<file path="config.mk">
export PLATFORM = sky130hd
export DESIGN_NAME = crs_count_rate_scaler
export DESIGN_NICKNAME = d
export VERILOG_FILES = /design/src/pkg/crs_pkg.sv /design/src/pkg/crs_rate_if.sv /design/src/hw/crs_count_rate_scaler.sv /design/src/hw/crs_rate_meter.sv
export SDC_FILE = /design/constraint.sdc
export NUM_CORES = 2
export LEC_CHECK = 0
export ABC_AREA = 0
export BUFFER_PORTS_ARGS = -buffer_cell sky130_fd_sc_hd__buf_2
export CAP_MARGIN = 20
export CORE_MARGIN = 3
export CORE_UTILIZATION = 35
export CTS_BUF_LIST = sky130_fd_sc_hd__clkbuf_4
export CTS_CLUSTER_DIAMETER = 50
export DETAILED_ROUTE_END_ITERATION = 7
export SLEW_MARGIN = 20
export SYNTH_ARGS = -nofsm -noshare
export SYNTH_HDL_FRONTEND = slang
export SYNTH_SLANG_ARGS = --single-unit
</file>
<file path="constraint.sdc">
create_clock -name clk_sys_in -period 60.6 [get_ports clk_sys_in]
set_clock_uncertainty 0.2 [all_clocks]
set_input_delay 12.12 -clock clk_sys_in [delete_from_list [all_inputs] [get_ports clk_sys_in]]
set_output_delay 12.12 -clock clk_sys_in [all_outputs]
set_load 0.1 [all_outputs]
</file>
<file path="src/pkg/crs_pkg.sv">
// Constants, register map and types of the count and rate scaler
package crs_pkg;
  // ---------------------------------------------------------------
  // Clock and fixed-point scaling
  // ---------------------------------------------------------------
  localparam int CRS_CLK_PERIOD_NS = 5;
  localparam logic [63:0] CRS_NS_PER_S = 64'h3B9A_CA00;
  localparam logic [63:0] CRS_CLK_HZ = CRS_NS_PER_S / CRS_CLK_PERIOD_NS;
  localparam logic [20:0] CRS_UNIT = 21'h186A0;
  localparam int CRS_UNIT_W = 17;
  localparam int CRS_CARRY_MAX = 24;
  localparam logic [19:0] CRS_CS_MIN = 20'h00001;
  localparam logic [19:0] CRS_CS_MAX = 20'hF423F;
  localparam logic [19:0] CRS_CS_DEF = 20'h186A0;
  localparam logic [33:0] CRS_RW_MIN = 34'h0_0000_0001;
  localparam logic [33:0] CRS_RW_MAX = 34'h2_540A_5D60;
  localparam logic [33:0] CRS_RW_DEF = 34'h0_0001_86A0;
  localparam int CRS_DP_W = 3;
  localparam logic [2:0] CRS_DP_MAX = 3'h5;
  // ---------------------------------------------------------------
  // Register bus and map (word indices)
  // ---------------------------------------------------------------
  localparam int CRS_ADDR_W = 4;
  localparam int CRS_DATA_W = 32;
  localparam logic [3:0] CRS_REG_CTRL = 4'h0;
  localparam logic [3:0] CRS_REG_CSCALE = 4'h1;
  localparam logic [3:0] CRS_REG_RW_LO = 4'h2;
  localparam logic [3:0] CRS_REG_RW_HI = 4'h3;
  localparam logic [3:0] CRS_REG_CMD = 4'h4;
  localparam logic [3:0] CRS_REG_MAIN = 4'h5;
  localparam logic [3:0] CRS_REG_MFRAC = 4'h6;
  localparam logic [3:0] CRS_REG_TOTAL = 4'h7;
  localparam logic [3:0] CRS_REG_RATE = 4'h8;
  localparam logic [3:0] CRS_REG_STATUS = 4'h9;
  // CTRL fields
  localparam int CRS_CTRL_EN = 0;
  localparam int CRS_CTRL_MODE = 1;
  localparam int CRS_CTRL_CDP = 4;
  localparam int CRS_CTRL_RDP = 7;
  localparam int CRS_CTRL_REV = 10;
  // CMD fields
  localparam int CRS_CMD_CLR_MAIN = 0;
  localparam int CRS_CMD_CLR_TOT = 1;
  localparam int CRS_CMD_PICK = 4;
  localparam int CRS_CMD_DROP = 8;
  // STATUS fields
  localparam int CRS_ST_CTRL = 0;
  localparam int CRS_ST_OUT = 4;
  localparam int CRS_ST_BUSY = 8;
  localparam int CRS_ST_REFUSED = 9;
  // ---------------------------------------------------------------
  // Pins and types
  // ---------------------------------------------------------------
  localparam int CRS_NUM_CTRL = 4;
  localparam int CRS_NUM_OUT = 4;
  localparam int CRS_NUM_IN = 6;
  typedef enum logic [2:0] {
    CRS_ADD_SUB,
    CRS_ADD_ADD,
    CRS_CDIR_X1,
    CRS_CDIR_X2,
    CRS_QUAD_X1,
    CRS_QUAD_X2
  } crs_mode_type;
  localparam logic [2:0] CRS_MODE_LAST = 3'h5;
  typedef struct packed {
    logic signed [7:0] carry;
    logic [16:0] rem;
  } crs_split_type;
endpackage

</file>
<file path="src/pkg/crs_rate_if.sv">
// Link between the counting core and the rate meter
`timescale 1ns/100ps
interface crs_rate_if;
  logic ce;
  logic pulse;
  logic [33:0] weight;
  logic [31:0] rate;
  logic done;
  logic busy;
  modport core (output ce, output pulse, output weight,
                input rate, input done, input busy);
  modport meter (input ce, input pulse, input weight,
                 output rate, output done, output busy);
endinterface

</file>
<file path="src/hw/crs_count_rate_scaler.sv">
// Count scaler, totalizer, rate meter and output drivers
//
// Implementation choices: the address map and the strobed register port.
`timescale 1ns/100ps
// Summary of operation
// RULE1 - Each counted pulse adds the count scaler to main counter and totalizer.
// RULE2 - Count scaler writes outside 0.00001 to 9.99999 are refused.
// RULE3 - Count scaler resets to exactly 1.00000.
// RULE4 - Only whole counts are shown; the fraction is kept for later pulses.
// RULE5 - Counter and rate decimal points are set separately, 0 to 5 digits.
// RULE6 - Doubled modes make two events per pulse, each one scaled.
// RULE7 - Rate is the reciprocal of the pulse interval times the rate weight.
// RULE8 - Rate weight accepts 0.00001 to 99999 and resets to one.
// RULE9 - Rate is measured from count input A alone.
// RULE10 - A control input is active while pulled low to common.
// RULE11 - A transistor output sinks while picked up, else released.
// RULE12 - A relay stays normal until pickup, then held until dropout.
// RULE13 - All relays are off after power-up, whatever their sense.
// RULE14 - Doubled quadrature and direction modes count on both edges.
// RULE15 - The rate value updates after each complete interval on input A; intervals that end while the divider is busy are skipped.
// RULE16 - Both scalers are fixed point with five decimal fraction digits.
module crs_count_rate_scaler #(
  parameter int PERIOD_W = 32
) (
  input wire logic clk_sys_in,                      // System clock
  input wire logic sys_rst_in,                      // Async reset
  input wire logic ce_in,                           // Clock enable
  input wire logic cnt_a_in,                        // Count input A pin
  input wire logic cnt_b_in,                        // Count input B pin
  input wire logic [crs_pkg::CRS_NUM_CTRL-1:0] ctrl_n_in, // Control pins
  input wire logic [crs_pkg::CRS_ADDR_W-1:0] addr_in,     // Reg address
  input wire logic [crs_pkg::CRS_DATA_W-1:0] wr_data_in,  // Write data
  input wire logic wr_in,                           // Write strobe
  input wire logic rd_in,                           // Read strobe
  output logic [crs_pkg::CRS_DATA_W-1:0] rd_data_out,     // Read data
  output logic [31:0] main_count_out,               // Main whole count
  output logic [31:0] total_out,                    // Totalizer whole
  output logic [31:0] rate_out,                     // Scaled rate
  output logic [crs_pkg::CRS_DP_W-1:0] cnt_dp_out,  // Counter dp digits
  output logic [crs_pkg::CRS_DP_W-1:0] rate_dp_out, // Rate dp digits
  output logic [1:0] relay_out,                     // Relay coil drive
  output logic [1:0] tr_sink_out,                   // Transistor sink on
  output logic [crs_pkg::CRS_NUM_CTRL-1:0] ctrl_active_out // Inputs on
);
  import crs_pkg::*;

  // Splits a fixed-point sum into whole carry and fraction
  function automatic crs_split_type crs_norm(input logic signed [23:0] s);
    crs_split_type res;
    logic signed [23:0] r;
    logic signed [23:0] u;
    logic signed [7:0] q;
    u = $signed({3'h0, CRS_UNIT});
    r = s;
    q = '0;
    for (int i = 0; i < CRS_CARRY_MAX; i++) begin
      if (r >= u) begin
        r = r - u;
        q = q + 8'sh01;
      end else if (r < 0) begin
        r = r + u;
        q = q - 8'sh01;
      end
    end
    res.carry = q;
    res.rem = r[16:0];
    return res;
  endfunction

  // ---------------------------------------------------------------
  // Input synchronisers
  // ---------------------------------------------------------------
  logic [CRS_NUM_IN-1:0] raw, s1_q, s2_q, s3_q, filt_q, filt_d, prev_q;

  assign raw = {ctrl_n_in, cnt_b_in, cnt_a_in};

  always_comb begin
    filt_d = filt_q;
    for (int i = 0; i < CRS_NUM_IN; i++) begin
      if (s2_q[i] == s3_q[i]) begin
        filt_d[i] = s3_q[i];
      end
    end
  end

  always_ff @(posedge clk_sys_in or posedge sys_rst_in) begin
    if (sys_rst_in) begin
      s1_q <= '1;
      s2_q <= '1;
      s3_q <= '1;
      filt_q <= '1;
      prev_q <= '1;
    end else if (ce_in) begin
      s1_q <= raw;
      s2_q <= s1_q;
      s3_q <= s2_q;
      filt_q <= filt_d;
      prev_q <= filt_q;
    end
  end

  // ---------------------------------------------------------------
  // Count event decode
  // ---------------------------------------------------------------
  logic a_rise, a_fall, b_rise, b_lvl;
  logic signed [2:0] n_ev;
  logic [1:0] n_mag;
  crs_mode_type mode_q;

  assign a_rise = filt_q[0] & ~prev_q[0];
  assign a_fall = ~filt_q[0] & prev_q[0];
  assign b_rise = filt_q[1] & ~prev_q[1];
  assign b_lvl = filt_q[1];

  always_comb begin
    n_ev = 3'sh0;
    case (mode_q)
      CRS_ADD_SUB: n_ev = (a_rise && !b_rise) ? 3'sh1 :
                          (b_rise && !a_rise) ? -3'sh1 : 3'sh0;
      CRS_ADD_ADD: n_ev = 3'(a_rise) + 3'(b_rise);           // RULE6
      CRS_CDIR_X1: if (a_rise) n_ev = b_lvl ? 3'sh1 : -3'sh1;
      CRS_CDIR_X2: if (a_rise || a_fall) begin               // RULE14
        n_ev = b_lvl ? 3'sh1 : -3'sh1;                       // RULE6
      end
      CRS_QUAD_X1: if (a_rise) n_ev = b_lvl ? -3'sh1 : 3'sh1;
      CRS_QUAD_X2: if (a_rise) begin                         // RULE14
        n_ev = b_lvl ? -3'sh1 : 3'sh1;
      end else if (a_fall) begin
        n_ev = b_lvl ? 3'sh1 : -3'sh1;                       // RULE6
      end
      default: n_ev = 3'sh0;
    endcase
    n_mag = (n_ev < 0) ? 2'(-n_ev) : 2'(n_ev);
  end

  // ---------------------------------------------------------------
  // Configuration registers
  // ---------------------------------------------------------------
  logic en_q, en_d, refused_q, refused_d;
  crs_mode_type mode_d;
  logic [2:0] cdp_q, cdp_d, rdp_q, rdp_d;
  logic [1:0] rev_q, rev_d, rw_stage_q, rw_stage_d;
  logic [19:0] cs_q, cs_d;
  logic [33:0] rw_q, rw_d, rw_new;
  logic [2:0] wr_mode, wr_cdp, wr_rdp;

  assign wr_mode = wr_data_in[CRS_CTRL_MODE +: 3];
  assign wr_cdp = wr_data_in[CRS_CTRL_CDP +: 3];
  assign wr_rdp = wr_data_in[CRS_CTRL_RDP +: 3];
  assign rw_new = {rw_stage_q, wr_data_in};

  always_comb begin
    en_d = en_q;
    mode_d = mode_q;
    cdp_d = cdp_q;
    rdp_d = rdp_q;
    rev_d = rev_q;
    cs_d = cs_q;
    rw_d = rw_q;
    rw_stage_d = rw_stage_q;
    refused_d = refused_q;
    if (wr_in) begin
      refused_d = 1'b0;
      case (addr_in)
        CRS_REG_CTRL:
          if (wr_mode > CRS_MODE_LAST || wr_cdp > CRS_DP_MAX ||
              wr_rdp > CRS_DP_MAX) begin
            refused_d = 1'b1;                                // RULE5
          end else begin
            en_d = wr_data_in[CRS_CTRL_EN];
            mode_d = crs_mode_type'(wr_mode);
            cdp_d = wr_cdp;                                  // RULE5
            rdp_d = wr_rdp;                                  // RULE5
            rev_d = wr_data_in[CRS_CTRL_REV +: 2];
          end
        CRS_REG_CSCALE:
          if (wr_data_in < 32'(CRS_CS_MIN) ||
              wr_data_in > 32'(CRS_CS_MAX)) begin
            refused_d = 1'b1;                                // RULE2
          end else begin
            cs_d = wr_data_in[19:0];                         // RULE16
          end
        CRS_REG_RW_HI: rw_stage_d = wr_data_in[1:0];
        CRS_REG_RW_LO:
          if (rw_new < CRS_RW_MIN || rw_new > CRS_RW_MAX) begin
            refused_d = 1'b1;                                // RULE8
          end else begin
            rw_d = rw_new;                                   // RULE16
          end
        default: refused_d = refused_q;
      endcase
    end
  end

  always_ff @(posedge clk_sys_in or posedge sys_rst_in) begin
    if (sys_rst_in) begin
      en_q <= 1'b1;
      mode_q <= CRS_ADD_SUB;
      cdp_q <= '0;
      rdp_q <= '0;
      rev_q <= '0;
      cs_q <= CRS_CS_DEF;                                    // RULE3
      rw_q <= CRS_RW_DEF;                                    // RULE8
      rw_stage_q <= '0;
      refused_q <= 1'b0;
    end else if (ce_in) begin
      en_q <= en_d;
      mode_q <= mode_d;
      cdp_q <= cdp_d;
      rdp_q <= rdp_d;
      rev_q <= rev_d;
      cs_q <= cs_d;
      rw_q <= rw_d;
      rw_stage_q <= rw_stage_d;
      refused_q <= refused_d;
    end
  end

  // ---------------------------------------------------------------
  // Main counter and totalizer
  // ---------------------------------------------------------------
  logic signed [31:0] main_q, main_d;
  logic [31:0] tot_q, tot_d;
  logic [16:0] mfrac_q, mfrac_d, tfrac_q, tfrac_d;
  logic clr_main, clr_tot;

  assign clr_main = wr_in && addr_in == CRS_REG_CMD &&
                    wr_data_in[CRS_CMD_CLR_MAIN];
  assign clr_tot = wr_in && addr_in == CRS_REG_CMD &&
                   wr_data_in[CRS_CMD_CLR_TOT];

  always_comb begin
    crs_split_type sm;
    crs_split_type st;
    logic signed [23:0] cs_s;
    cs_s = $signed({4'h0, cs_q});
    sm = crs_norm($signed({7'h0, mfrac_q}) + 24'(n_ev) * cs_s); // RULE1
    st = crs_norm($signed({7'h0, tfrac_q}) +
                  $signed({22'h0, n_mag}) * cs_s);           // RULE1
    main_d = main_q;
    mfrac_d = mfrac_q;
    tot_d = tot_q;
    tfrac_d = tfrac_q;
    if (en_q && n_ev != 3'sh0) begin
      main_d = main_q + 32'(sm.carry);                       // RULE4
      mfrac_d = sm.rem;                                      // RULE4
      tot_d = tot_q + 32'(st.carry);                         // RULE4
      tfrac_d = st.rem;
    end
    if (clr_main) begin
      main_d = '0;
      mfrac_d = '0;
    end
    if (clr_tot) begin
      tot_d = '0;
      tfrac_d = '0;
    end
  end

  always_ff @(posedge clk_sys_in or posedge sys_rst_in) begin
    if (sys_rst_in) begin
      main_q <= '0;
      mfrac_q <= '0;
      tot_q <= '0;
      tfrac_q <= '0;
    end else if (ce_in) begin
      main_q <= main_d;
      mfrac_q <= mfrac_d;
      tot_q <= tot_d;
      tfrac_q <= tfrac_d;
    end
  end

  // ---------------------------------------------------------------
  // Rate meter
  // ---------------------------------------------------------------
  crs_rate_if rif ();
  logic [31:0] rate_q, rate_d;

  assign rif.ce = ce_in;
  assign rif.pulse = a_rise;                                 // RULE9
  assign rif.weight = rw_q;

  crs_rate_meter #(.PERIOD_W(PERIOD_W)) u_meter (
    .clk_sys_in(clk_sys_in),
    .sys_rst_in(sys_rst_in),
    .rif(rif.meter)
  );

  assign rate_d = rif.done ? rif.rate : rate_q;              // RULE15

  // ---------------------------------------------------------------
  // Relay and transistor outputs
  // ---------------------------------------------------------------
  logic [CRS_NUM_OUT-1:0] out_q, out_d, pick, drop;
  logic [1:0] relay_q, relay_d, tr_q, tr_d;
  logic [CRS_NUM_CTRL-1:0] act_q, act_d;

  assign pick = (wr_in && addr_in == CRS_REG_CMD) ?
                wr_data_in[CRS_CMD_PICK +: CRS_NUM_OUT] : '0;
  assign drop = (wr_in && addr_in == CRS_REG_CMD) ?
                wr_data_in[CRS_CMD_DROP +: CRS_NUM_OUT] : '0;

  always_comb begin
    out_d = (out_q & ~drop) | pick;                          // RULE12
    relay_d = relay_q;
    for (int i = 0; i < 2; i++) begin
      if (pick[i]) begin
        relay_d[i] = ~rev_q[i];                              // RULE12
      end else if (drop[i]) begin
        relay_d[i] = rev_q[i];                               // RULE12
      end
    end
    tr_d = out_d[3:2];                                       // RULE11
    act_d = ~filt_q[CRS_NUM_IN-1:2];                         // RULE10
  end

  always_ff @(posedge clk_sys_in or posedge sys_rst_in) begin
    if (sys_rst_in) begin
      out_q <= '0;
      relay_q <= '0;                                         // RULE13
      tr_q <= '0;
      act_q <= '0;
      rate_q <= '0;
    end else if (ce_in) begin
      out_q <= out_d;
      relay_q <= relay_d;
      tr_q <= tr_d;
      act_q <= act_d;
      rate_q <= rate_d;
    end
  end

  // ---------------------------------------------------------------
  // Register read port
  // ---------------------------------------------------------------
  logic [31:0] rd_q, rd_d;

  always_comb begin
    rd_d = '0;
    if (rd_in) begin
      case (addr_in)
        CRS_REG_CTRL: begin
          rd_d[CRS_CTRL_EN] = en_q;
          rd_d[CRS_CTRL_MODE +: 3] = mode_q;
          rd_d[CRS_CTRL_CDP +: 3] = cdp_q;
          rd_d[CRS_CTRL_RDP +: 3] = rdp_q;
          rd_d[CRS_CTRL_REV +: 2] = rev_q;
        end
        CRS_REG_CSCALE: rd_d = 32'(cs_q);
        CRS_REG_RW_LO: rd_d = rw_q[31:0];
        CRS_REG_RW_HI: rd_d = 32'(rw_q[33:32]);
        CRS_REG_MAIN: rd_d = main_q;
        CRS_REG_MFRAC: rd_d = 32'(mfrac_q);
        CRS_REG_TOTAL: rd_d = tot_q;
        CRS_REG_RATE: rd_d = rate_q;
        CRS_REG_STATUS: begin
          rd_d[CRS_ST_CTRL +: CRS_NUM_CTRL] = act_q;
          rd_d[CRS_ST_OUT +: CRS_NUM_OUT] = out_q;
          rd_d[CRS_ST_BUSY] = rif.busy;
          rd_d[CRS_ST_REFUSED] = refused_q;
        end
        default: rd_d = '0;
      endcase
    end
  end

  always_ff @(posedge clk_sys_in or posedge sys_rst_in) begin
    if (sys_rst_in) begin
      rd_q <= '0;
    end else if (ce_in) begin
      rd_q <= rd_d;
    end
  end

  assign rd_data_out = rd_q;
  assign main_count_out = main_q;
  assign total_out = tot_q;
  assign rate_out = rate_q;
  assign cnt_dp_out = cdp_q;
  assign rate_dp_out = rdp_q;
  assign relay_out = relay_q;
  assign tr_sink_out = tr_q;
  assign ctrl_active_out = act_q;
endmodule

</file>
<file path="src/hw/crs_rate_meter.sv">
// Reciprocal rate meter: period timer and sequential divider
`timescale 1ns/100ps
module crs_rate_meter #(
  parameter int PERIOD_W = 32
) (
  input wire logic clk_sys_in,  // System clock
  input wire logic sys_rst_in,  // Async reset, active high
  crs_rate_if.meter rif         // Link to the counting core
);
  import crs_pkg::*;

  localparam int DEN_W = PERIOD_W + CRS_UNIT_W;
  localparam int REM_W = DEN_W + 1;
  localparam logic [PERIOD_W-1:0] PER_MAX = '1;

  if (PERIOD_W < 8 || PERIOD_W > 40) begin : g_bad_width
    $error("crs_rate_meter: PERIOD_W out of range");
  end

  typedef enum logic {CRS_IDLE, CRS_DIV} crs_div_state_type;

  crs_div_state_type st_q, st_d;
  logic [PERIOD_W-1:0] per_q, per_d;
  logic seen_q, seen_d;
  logic [5:0] cnt_q, cnt_d;
  logic [63:0] num_q, num_d;
  logic [REM_W-1:0] rem_q, rem_d;
  logic [DEN_W-1:0] den_q, den_d;
  logic [31:0] rate_q, rate_d;
  logic done_q, done_d;

  // ---------------------------------------------------------------
  // Interval timing and division
  // ---------------------------------------------------------------
  always_comb begin
    logic [REM_W-1:0] trial;
    trial = '0;
    st_d = st_q;
    per_d = per_q;
    seen_d = seen_q;
    cnt_d = cnt_q;
    num_d = num_q;
    rem_d = rem_q;
    den_d = den_q;
    rate_d = rate_q;
    done_d = rif.ce ? 1'b0 : done_q;
    if (rif.ce) begin
      if (per_q != PER_MAX) begin
        per_d = per_q + 1'b1;
      end
      case (st_q)
        CRS_IDLE: begin
        end
        CRS_DIV: begin
          rem_d = {rem_q[REM_W-2:0], num_q[63]};
          num_d = {num_q[62:0], 1'b0};
          trial = rem_d - {1'b0, den_q};
          if (rem_d >= {1'b0, den_q}) begin
            rem_d = trial;
            num_d[0] = 1'b1;
          end
          cnt_d = cnt_q + 1'b1;
          if (cnt_q == 6'h3F) begin
            st_d = CRS_IDLE;
            rate_d = (|num_d[63:32]) ? 32'hFFFF_FFFF : num_d[31:0]; // RULE7
            done_d = 1'b1;                                        // RULE15
          end
        end
        default: st_d = CRS_IDLE;
      endcase
      if (rif.pulse) begin                                  // RULE9
        per_d = {{(PERIOD_W-1){1'b0}}, 1'b1};
        seen_d = 1'b1;
        if (seen_q && st_q == CRS_IDLE) begin
          if (per_q == PER_MAX) begin
            rate_d = 32'h0000_0000;
            done_d = 1'b1;                                  // RULE15
          end else begin
            // Rate = weight * f_clk / (period * unit)
            num_d = 64'(rif.weight * CRS_CLK_HZ);           // RULE7
            den_d = DEN_W'(per_q * CRS_UNIT);
            rem_d = '0;
            cnt_d = '0;
            st_d = CRS_DIV;
          end
        end
      end
    end
  end

  always_ff @(posedge clk_sys_in or posedge sys_rst_in) begin
    if (sys_rst_in) begin
      st_q <= CRS_IDLE;
      per_q <= '0;
      seen_q <= 1'b0;
      cnt_q <= '0;
      num_q <= '0;
      rem_q <= '0;
      den_q <= '0;
      rate_q <= '0;
      done_q <= 1'b0;
    end else begin
      st_q <= st_d;
      per_q <= per_d;
      seen_q <= seen_d;
      cnt_q <= cnt_d;
      num_q <= num_d;
      rem_q <= rem_d;
      den_q <= den_d;
      rate_q <= rate_d;
      done_q <= done_d;
    end
  end

  assign rif.rate = rate_q;
  assign rif.done = done_q;
  assign rif.busy = (st_q == CRS_DIV);
endmodule

</file>
# --- Yosys cells after proc, flatten, opt, wreduce, memory -nomap -nowiden ---
# Index checks and enable logic that the tools add are counted.
classes:
  mul: 4
  bitwise: 17
  reduce_logical: 43
  eq_ne: 23
  add_sub_neg: 197
  magnitude_cmp: 105
  mux: 259
op_table:
  columns: ["cell", "count"]
  rows:
  - ["$mux 24", 92]
  - ["$ge 24x18->1 const B", 47]
  - ["$lt 24x1->1 const B", 47]
  - ["$add 24x18->24 const B", 45]
  - ["$sub 24x18->24 const B", 45]
  - ["$mux 8", 96]
  - ["$mux 32", 13]
  - ["$add 8x2->8 const B", 46]
  - ["$sub 8x2->8 const B", 46]
  - ["$mux 64", 4]
  - ["$mux 50", 5]
  - ["$mux 17", 8]
  - ["$pmux 20 s6", 1]
  - ["$pmux 10 s9", 1]
  - ["$mul 34x19->53 const B", 1]
  - ["$ge 50x49->1", 1]
  - ["$sub 50x49->50", 1]
  - ["$mul 32x12->44 const B", 1]
  - ["$add 17x16->17 const B", 2]
  - ["$gt 34x34->1 const B", 1]
  - ["$lt 34x1->1 const B", 1]
  - ["$sub 17x16->17 const B", 2]
  - ["$add 32x1->32 const B", 1]
  - ["$add 32x32->32", 1]
  - ["52 further kinds", 140]
word_totals:
  output_inout_bits: 142
  register_bits: 500
  word_cells: 687

# --- Logic depth before layout (Yosys ltp) ---
depth:
  word_depth: 86
  mapped_depth: 266

# --- Modules after synthesis ---
# From an unflattened synthesis, not the netlist that was laid out.
unflattened:
  cells_unflattened: 15328
  hier_area_um2: 115026.6
by_module_without_submodules:
  columns: ["mod", "area_each_um2", "n_inst", "cells_per_inst"]
  rows:
  - ["crs_count_rate_scaler", 84581.1, 1, 12111]
  - ["crs_rate_meter", 30445.4, 1, 3217]

# --- Worst setup path after synthesis ---
# OpenSTA, ideal clock, no wires.
synth_timing:
  path_kind: "reg2reg"
  start: "register prev_q[0]"
  end: "register main_q[31] (netlist: main_count_out[31])"
  stages_incl_launch_ff: 229
  n_path_buf: 28
  slack_ps: 11277
  setup_ps: 79
  t_required_ps: 60321
  synth_period_minus_slack_ps: 49323
  arrival_ps: 49044
  path_cell_list: "dfstp_2 > inv_1 > ha_1 > inv_1 > ha_1 > nor3b_1 > a31oi_1 > o22a_1 > inv_1 > a21o_1 > clkbuf_1 > nand2_1 > fa_1 > fa_1 > fa_1 > inv_1 > ha_1 > inv_1 > [... 193 more ...] > a21oi_1 > nor2b_1 > o21a_1 > o21a_1 > o21a_1 > o21a_1 > o21a_1 > o21a_1 > o21a_1 > o21a_1 > o21a_1 > o21a_1 > o21a_1 > nor2_1 > xor2_1 > o211ai_1 > a31oi_1 > a2bb2oi_1"
synth_via:
  elab_chain_len: 84
  elab_cells_between_ends: 259
synth_lines:
  columns: ["element", "line_no", "rtl"]
  rows:
  - ["from (decl)", "crs_count_rate_scaler.sv:73", "logic [CRS_NUM_IN-1:0] raw, s1_q, s2_q, s3_q, filt_q, filt_d, prev_q;"]
  - ["from (signal assigned)", "crs_count_rate_scaler.sv:98", "prev_q <= filt_q;"]
  - ["$not 1->1", "crs_count_rate_scaler.sv:110", "assign a_rise = filt_q[0] & ~prev_q[0];"]
  - ["$and 1x1->1", "crs_count_rate_scaler.sv:110", null]
  - ["$logic_not 1->1", "crs_count_rate_scaler.sv:119", "(b_rise && !a_rise) ? -3'sh1 : 3'sh0;"]
  - ["$logic_and 1x1->1", "crs_count_rate_scaler.sv:119", null]
  - ["$mux 3", "crs_count_rate_scaler.sv:119", null]
  - ["$mux 3", "crs_count_rate_scaler.sv:118", "CRS_ADD_SUB: n_ev = (a_rise && !b_rise) ? 3'sh1 :"]
  - ["$pmux 3 s6 (*)", "crs_count_rate_scaler.sv:117", "case (mode_q)"]
  - ["$mul 3x21->24", "crs_count_rate_scaler.sv:237", "sm = crs_norm($signed({7'h0, mfrac_q}) + 24'(n_ev) * cs_s);"]
  - ["[... 68 more ...]", null, null]
  - ["$mux 24 / $mux 8 (equally long branches)", "crs_count_rate_scaler.sv:60", "end else if (r < 0) begin"]
  - ["$mux 24 / $mux 8 (equally long branches)", "crs_count_rate_scaler.sv:57", "if (r >= u) begin"]
  - ["$lt 24x1->1 / $sub 8x2->8 (equally long branches)", "crs_count_rate_scaler.sv:60, crs_count_rate_scaler.sv:62", null]
  - ["$mux 8", "crs_count_rate_scaler.sv:60", null]
  - ["$mux 8", "crs_count_rate_scaler.sv:57", null]
  - ["$add 32x8->32", "crs_count_rate_scaler.sv:245", "main_d = main_q + 32'(sm.carry);"]
  - ["$mux 32", "crs_count_rate_scaler.sv:244", "if (en_q && n_ev != 3'sh0) begin"]
  - ["$mux 32", "crs_count_rate_scaler.sv:250", "if (clr_main) begin"]
  - ["to (signal assigned)", "crs_count_rate_scaler.sv:267", "main_q <= main_d;"]
  - ["to (decl)", "crs_count_rate_scaler.sv:222", "logic signed [31:0] main_q, main_d;"]
# Mark *: on every way between the ends. The rest lies on a longest branch, timed or not. The select of a mux whose other input is x is not followed.
# A chain may end at the register's enable or synchronous reset.

# --- Worst setup path in the final report ---
layout_timing:
  start: "register filt_q[0]"
  end: "register tot_q[31] (netlist: total_out[31])"
layout_via:
  elab_chain_len: 85
  elab_cells_between_ends: 262
layout_lines:
  columns: ["element", "line_no", "rtl"]
  rows:
  - ["from (decl)", "crs_count_rate_scaler.sv:73", null]
  - ["from (signal assigned)", "crs_count_rate_scaler.sv:97", "filt_q <= filt_d;"]
  - ["$and 1x1->1", "crs_count_rate_scaler.sv:110", null]
  - ["$logic_not 1->1", "crs_count_rate_scaler.sv:119", null]
  - ["$logic_and 1x1->1", "crs_count_rate_scaler.sv:119", null]
  - ["$mux 3", "crs_count_rate_scaler.sv:119", null]
  - ["$mux 3", "crs_count_rate_scaler.sv:118", null]
  - ["$pmux 3 s6 (*)", "crs_count_rate_scaler.sv:117", null]
  - ["$lt 3x1->1 / $neg 2->2 (equally long branches)", "crs_count_rate_scaler.sv:133", "n_mag = (n_ev < 0) ? 2'(-n_ev) : 2'(n_ev);"]
  - ["$mux 2", "crs_count_rate_scaler.sv:133", null]
  - ["[... 69 more ...]", null, null]
  - ["$mux 24 / $mux 8 (equally long branches)", "crs_count_rate_scaler.sv:60", null]
  - ["$mux 24 / $mux 8 (equally long branches)", "crs_count_rate_scaler.sv:57", null]
  - ["$lt 24x1->1 / $sub 8x2->8 (equally long branches)", "crs_count_rate_scaler.sv:60, crs_count_rate_scaler.sv:62", null]
  - ["$mux 8", "crs_count_rate_scaler.sv:60", null]
  - ["$mux 8", "crs_count_rate_scaler.sv:57", null]
  - ["$add 32x32->32", "crs_count_rate_scaler.sv:247", "tot_d = tot_q + 32'(st.carry);"]
  - ["$mux 32", "crs_count_rate_scaler.sv:244", null]
  - ["$mux 32", "crs_count_rate_scaler.sv:254", "if (clr_tot) begin"]
  - ["to (signal assigned)", "crs_count_rate_scaler.sv:269", "tot_q <= tot_d;"]
  - ["to (decl)", "crs_count_rate_scaler.sv:223", "logic [31:0] tot_q, tot_d;"]
# Marked as above.

==> qor.log <==
INFO  die            core_region_area=334000um2
INFO  finish         final_area=124000um2
INFO  cts            clk_transition_reported_paths=0.06ns
INFO  cts            clk_root_buffer_cell=sky130_fd_sc_hd__clkbuf_4
INFO  drt            vias_per_cell=6.07
INFO  sta            timing.final.crit_period=56.81ns
INFO  hold_path      worstHoldPathType=reg2reg
INFO  sta            worst_pin_slew=1.14ns
INFO  run            maxCapViolCount=0
INFO  yosys          synthArstFlopShare=1.00
INFO  global_routing grt_first_pass_wirelength=632000um
INFO  cts            cts_tree=done
INFO  drt            detailroute.via_count=117000
INFO  yosys          syn-mean-instance-area=7.95um2
INFO  die            die-area=343000um2
INFO  drt            avgRoutedWirePerCell=20.9um
INFO  drt            drtIter0Drc=11500
INFO  critical_path  critical_path_data_arrival_time=57.66ns
INFO  sta            finalHoldViolCount=0
INFO  finish         area_delta_synth_final=5.58%
INFO  drt            totalWireLength=404000um
INFO  finish         nets_final=16100
INFO  yosys          number_of_enable_flip_flop_cells_after_synthesis=0
INFO  placement      detailed_place.area=122000um2
INFO  yosys          netlist.top_cell.by_area=sky130_fd_sc_hd__dfrtp_1
INFO  cts            worstSkewPairLatency=1.13ns
INFO  critical_path  worstPathMaxFanout=24
INFO  global_routing antenna_violations_before_repair=21
INFO  status         status=finished, final reports clean
INFO  die            floorplan.initialDensity=0.352
INFO  finish         drive_gt1_frac=0.153
INFO  critical_path  critPathLaunchType=flop
INFO  placement      hpwl_detailed=323000um
INFO  sta            highest_attainable_clock_frequency=17.6MHz
INFO  sta            slew_headroom=0.239
INFO  sta            final.period_utilization=0.938
INFO  die            io_pins=189
INFO  global_routing first_global_vias=109000
INFO  drt            drt-pass1-iter-count=7
INFO  yosys          synth_area=118000um2
INFO  yosys          synth_sequential_area_ratio=0.106
INFO  critical_path  critical_path_class=reg2reg
INFO  critical_path  cp_common_cell=sky130_fd_sc_hd__ha_1
INFO  yosys          yosysUniqueCellTypes=223
INFO  yosys          netlist_top_cells_area=sky130_fd_sc_hd__dfrtp_1 9.7%, sky130_fd_sc_hd__ha_1 8.5%, sky130_fd_sc_hd__fa_1 8.0%
INFO  sta            finalMaxSlewViolations=0
INFO  yosys          yosys_register_bits=497
INFO  drt            detail_route.drc_violations=0
INFO  global_routing gr-usage-all-layers=0.225
INFO  critical_path  cp_data_required_time=61.44ns
INFO  yosys          syn_inst=14800
INFO  yosys          synth_warnings=0
INFO  global_routing grt_overflow_total=0
INFO  die            die_height=586um
INFO  cts            cts_num_sinks=497
INFO  cts            cts_max_level=4
INFO  cts            tritoncts.num_buffers=150
INFO  critical_path  critical_path_s_slowest_cell=sky130_fd_sc_hd__a2111oi_2
INFO  cts            clk_path_buf_depth=3
INFO  critical_path  r2r.worst_path.cells=204
INFO  yosys          yosysTopAreaCellShare=0.0974
INFO  placement      gp_routability_congestion=1.00
INFO  critical_path  timing.critical_path.to_type=flop
INFO  drt            antenna_left=0
INFO  placement      placement.io_buffers=188
INFO  sta            finalSetupViolCount=0
INFO  yosys          synthFlopType=sky130_fd_sc_hd__dfrtp_1
INFO  global_routing grt_start_max_net_pins=162
INFO  die            dieWidth=586um
INFO  critical_path  critPathMaxStageDelay=0.88ns
INFO  hold_path      worst_hold_path.num_cells=2
INFO  die            rows=212
INFO  sta            setup_repair_after_global_routing_missed_its_margin=true
==> kinds of logic (layout without fill, tap and decap cells) <==
group | count (synthesis) | after routing | synth area share
AO/OA/AOI/OAI | 4681 | 4681 | 0.303
adder cells (fa/ha/maj) | 1274 | 1274 | 0.166
buffers and inverters | 1723 | 1838 | 0.0749
multiplexers | 310 | 310 | 0.0289
other | 2 | 14 | 0.0000638
AND/OR/NAND/NOR | 5259 | 5259 | 0.239
flip-flops | 497 | 497 | 0.106
XOR/XNOR | 1060 | 1060 | 0.0826
==> stage by stage <==
stage | setup WS (ns) | util | TNS (ns) | cells | hold slack (ns)
after floorplan | 11.28 | - | 0 | 14800 | 0.239
after global placement | 2.82 | 0.364 | 0 | 19000 | 0.265
after detailed placement | 1.91 | 0.364 | 0 | 19000 | 0.270
after CTS | 1.83 | 0.370 | 0 | 19300 | 0.267
after global routing | -0.0304 | 0.372 | -0.0304 | 19300 | 0.319
final | 3.79 | 0.372 | 0 | 19300 | 0.276
==> cell usage after synthesis (63+ instances only) <==
| cell type | number |
|---|---|
| sky130_fd_sc_hd__clkbuf_8 | 89 |
| sky130_fd_sc_hd__o21ai_1 | 147 |
| sky130_fd_sc_hd__and2_1 | 174 |
| sky130_fd_sc_hd__a41oi_1 | 68 |
| sky130_fd_sc_hd__o211ai_1 | 156 |
| sky130_fd_sc_hd__a21o_1 | 178 |
| sky130_fd_sc_hd__or3_1 | 152 |
| sky130_fd_sc_hd__o21a_1 | 173 |
| sky130_fd_sc_hd__mux2_2 | 154 |
| sky130_fd_sc_hd__a32oi_1 | 93 |
| sky130_fd_sc_hd__dfrtp_1 | 458 |
| sky130_fd_sc_hd__o21bai_1 | 122 |
| sky130_fd_sc_hd__a221oi_1 | 63 |
| sky130_fd_sc_hd__and2_2 | 77 |
| sky130_fd_sc_hd__a31oi_1 | 205 |
| sky130_fd_sc_hd__inv_1 | 1126 |
| sky130_fd_sc_hd__o31ai_1 | 109 |
| sky130_fd_sc_hd__or4_1 | 79 |
| sky130_fd_sc_hd__buf_6 | 103 |
| sky130_fd_sc_hd__nand3_1 | 420 |
| sky130_fd_sc_hd__clkbuf_1 | 186 |
| sky130_fd_sc_hd__o21ai_0 | 640 |
| sky130_fd_sc_hd__xnor2_1 | 709 |
| sky130_fd_sc_hd__a22o_1 | 81 |
| sky130_fd_sc_hd__o22ai_1 | 111 |
| sky130_fd_sc_hd__nand4_1 | 192 |
| sky130_fd_sc_hd__nand2_1 | 1278 |
| sky130_fd_sc_hd__or2_2 | 118 |
| sky130_fd_sc_hd__nor4_1 | 149 |
| sky130_fd_sc_hd__a22oi_1 | 114 |
| sky130_fd_sc_hd__fa_1 | 472 |
| sky130_fd_sc_hd__a211oi_1 | 170 |
| sky130_fd_sc_hd__nor3_1 | 507 |
| sky130_fd_sc_hd__nor2_1 | 1111 |
| sky130_fd_sc_hd__buf_4 | 98 |
| sky130_fd_sc_hd__mux2i_1 | 131 |
| sky130_fd_sc_hd__o2111ai_1 | 65 |
| sky130_fd_sc_hd__a21oi_1 | 865 |
| sky130_fd_sc_hd__xor2_1 | 297 |
| sky130_fd_sc_hd__ha_1 | 802 |
| sky130_fd_sc_hd__nand2b_1 | 89 |
| sky130_fd_sc_hd__and3_1 | 149 |
==> worst paths after layout <==
path	to	slack [ns]	start
max	total_out[31]	3.79	filt_q[0]
max in group asynchronous	rif.weight[24]	46.95	sys_rst_in
min reg2reg	u_meter.den_q[45]	0.28	u_meter.den_q[45]
min	u_meter.den_q[45]	0.28	u_meter.den_q[45]
min in group asynchronous	u_meter.rif.rate[0]	10.94	sys_rst_in
max reg2reg	total_out[31]	3.79	filt_q[0]
==> cells in the final DEF, fill, tap and decap left out, types with 206 or more instances in the layout <==
cell type / n
sky130_fd_sc_hd__buf_4: 241
sky130_fd_sc_hd__fa_1: 472
sky130_fd_sc_hd__nand2_1: 1273
sky130_fd_sc_hd__xnor2_1: 689
sky130_fd_sc_hd__dfrtp_1: 458
sky130_fd_sc_hd__nor2_1: 1105
sky130_fd_sc_hd__nand3_1: 418
sky130_fd_sc_hd__clkbuf_4: 206
sky130_fd_sc_hd__xor2_1: 295
sky130_fd_sc_hd__inv_1: 1125
sky130_fd_sc_hd__a21oi_1: 858
sky130_fd_sc_hd__o21ai_0: 637
sky130_fd_sc_hd__nor3_1: 498
sky130_fd_sc_hd__ha_1: 802
==> sequential cells by signal (all words and copies together) (netlist names), 3 cells and up, named ones only <==
signal,cells
cs_q,20
u_meter.den_q,44
filt_q,6
ctrl_active_out,4
u_meter.per_q,32
cnt_dp_out,3
u_meter.rif.rate,32
rif.weight,34
mode_q,3
u_meter.num_q,64
rate_dp_out,3
main_count_out,32
mfrac_q,17
rate_out,32
u_meter.rem_q,49
s3_q,6
out_q,4
s2_q,6
rd_data_out,32
u_meter.cnt_q,6
total_out,32
s1_q,6
tfrac_q,17
==> worst max-delay path, delay by kind of cell, from the launching register on <==
kind | cells | cell delay, ns
AOI/OAI and AO/OA | 105 | 31.13
and+or+nand+nor | 53 | 12.97
xor gates and xnor gates | 14 | 4.83
adders and majority gates | 18 | 4.59
buffers and inverters | 12 | 1.69
DFF | 1 | 0.58
muxes | 2 | 0.56
==> per-layer routing <==
| layer | vias to the layer above | GRT usage | part of all wire |
|---|---|---|---|
| met5 | - | 0.000981 | 0.00020 |
| met4 | 6 | 0.0660 | 0.031 |
| met3 | 670 | 0.0321 | 0.078 |
| met2 | 4903 | 0.359 | 0.45 |
| met1 | 56600 | 0.314 | 0.45 |
| li1 | 55200 | - | - |
==> final cells by class <==
type	instances	area [um2]
fillers	34900	210000
diodes	9	22.5
multi-input cells	12600	97200
inverters	1141	4290
clock buffers	206	1550
clock inverters	59	442
flip-flops and latches	497	12500
repair buffers	432	2810
well taps	4387	5490
==> what timing repair did <==
item | CTS | global route
gates resized for setup | 0 | 73
hold buffers | 0 | 0
setup buffers | 0 | 10
endpoints found under the setup margin | 0 | 30
Power is not shown: default switching activity piles up to over one toggle a cycle in this logic, so the estimate is an artifact.
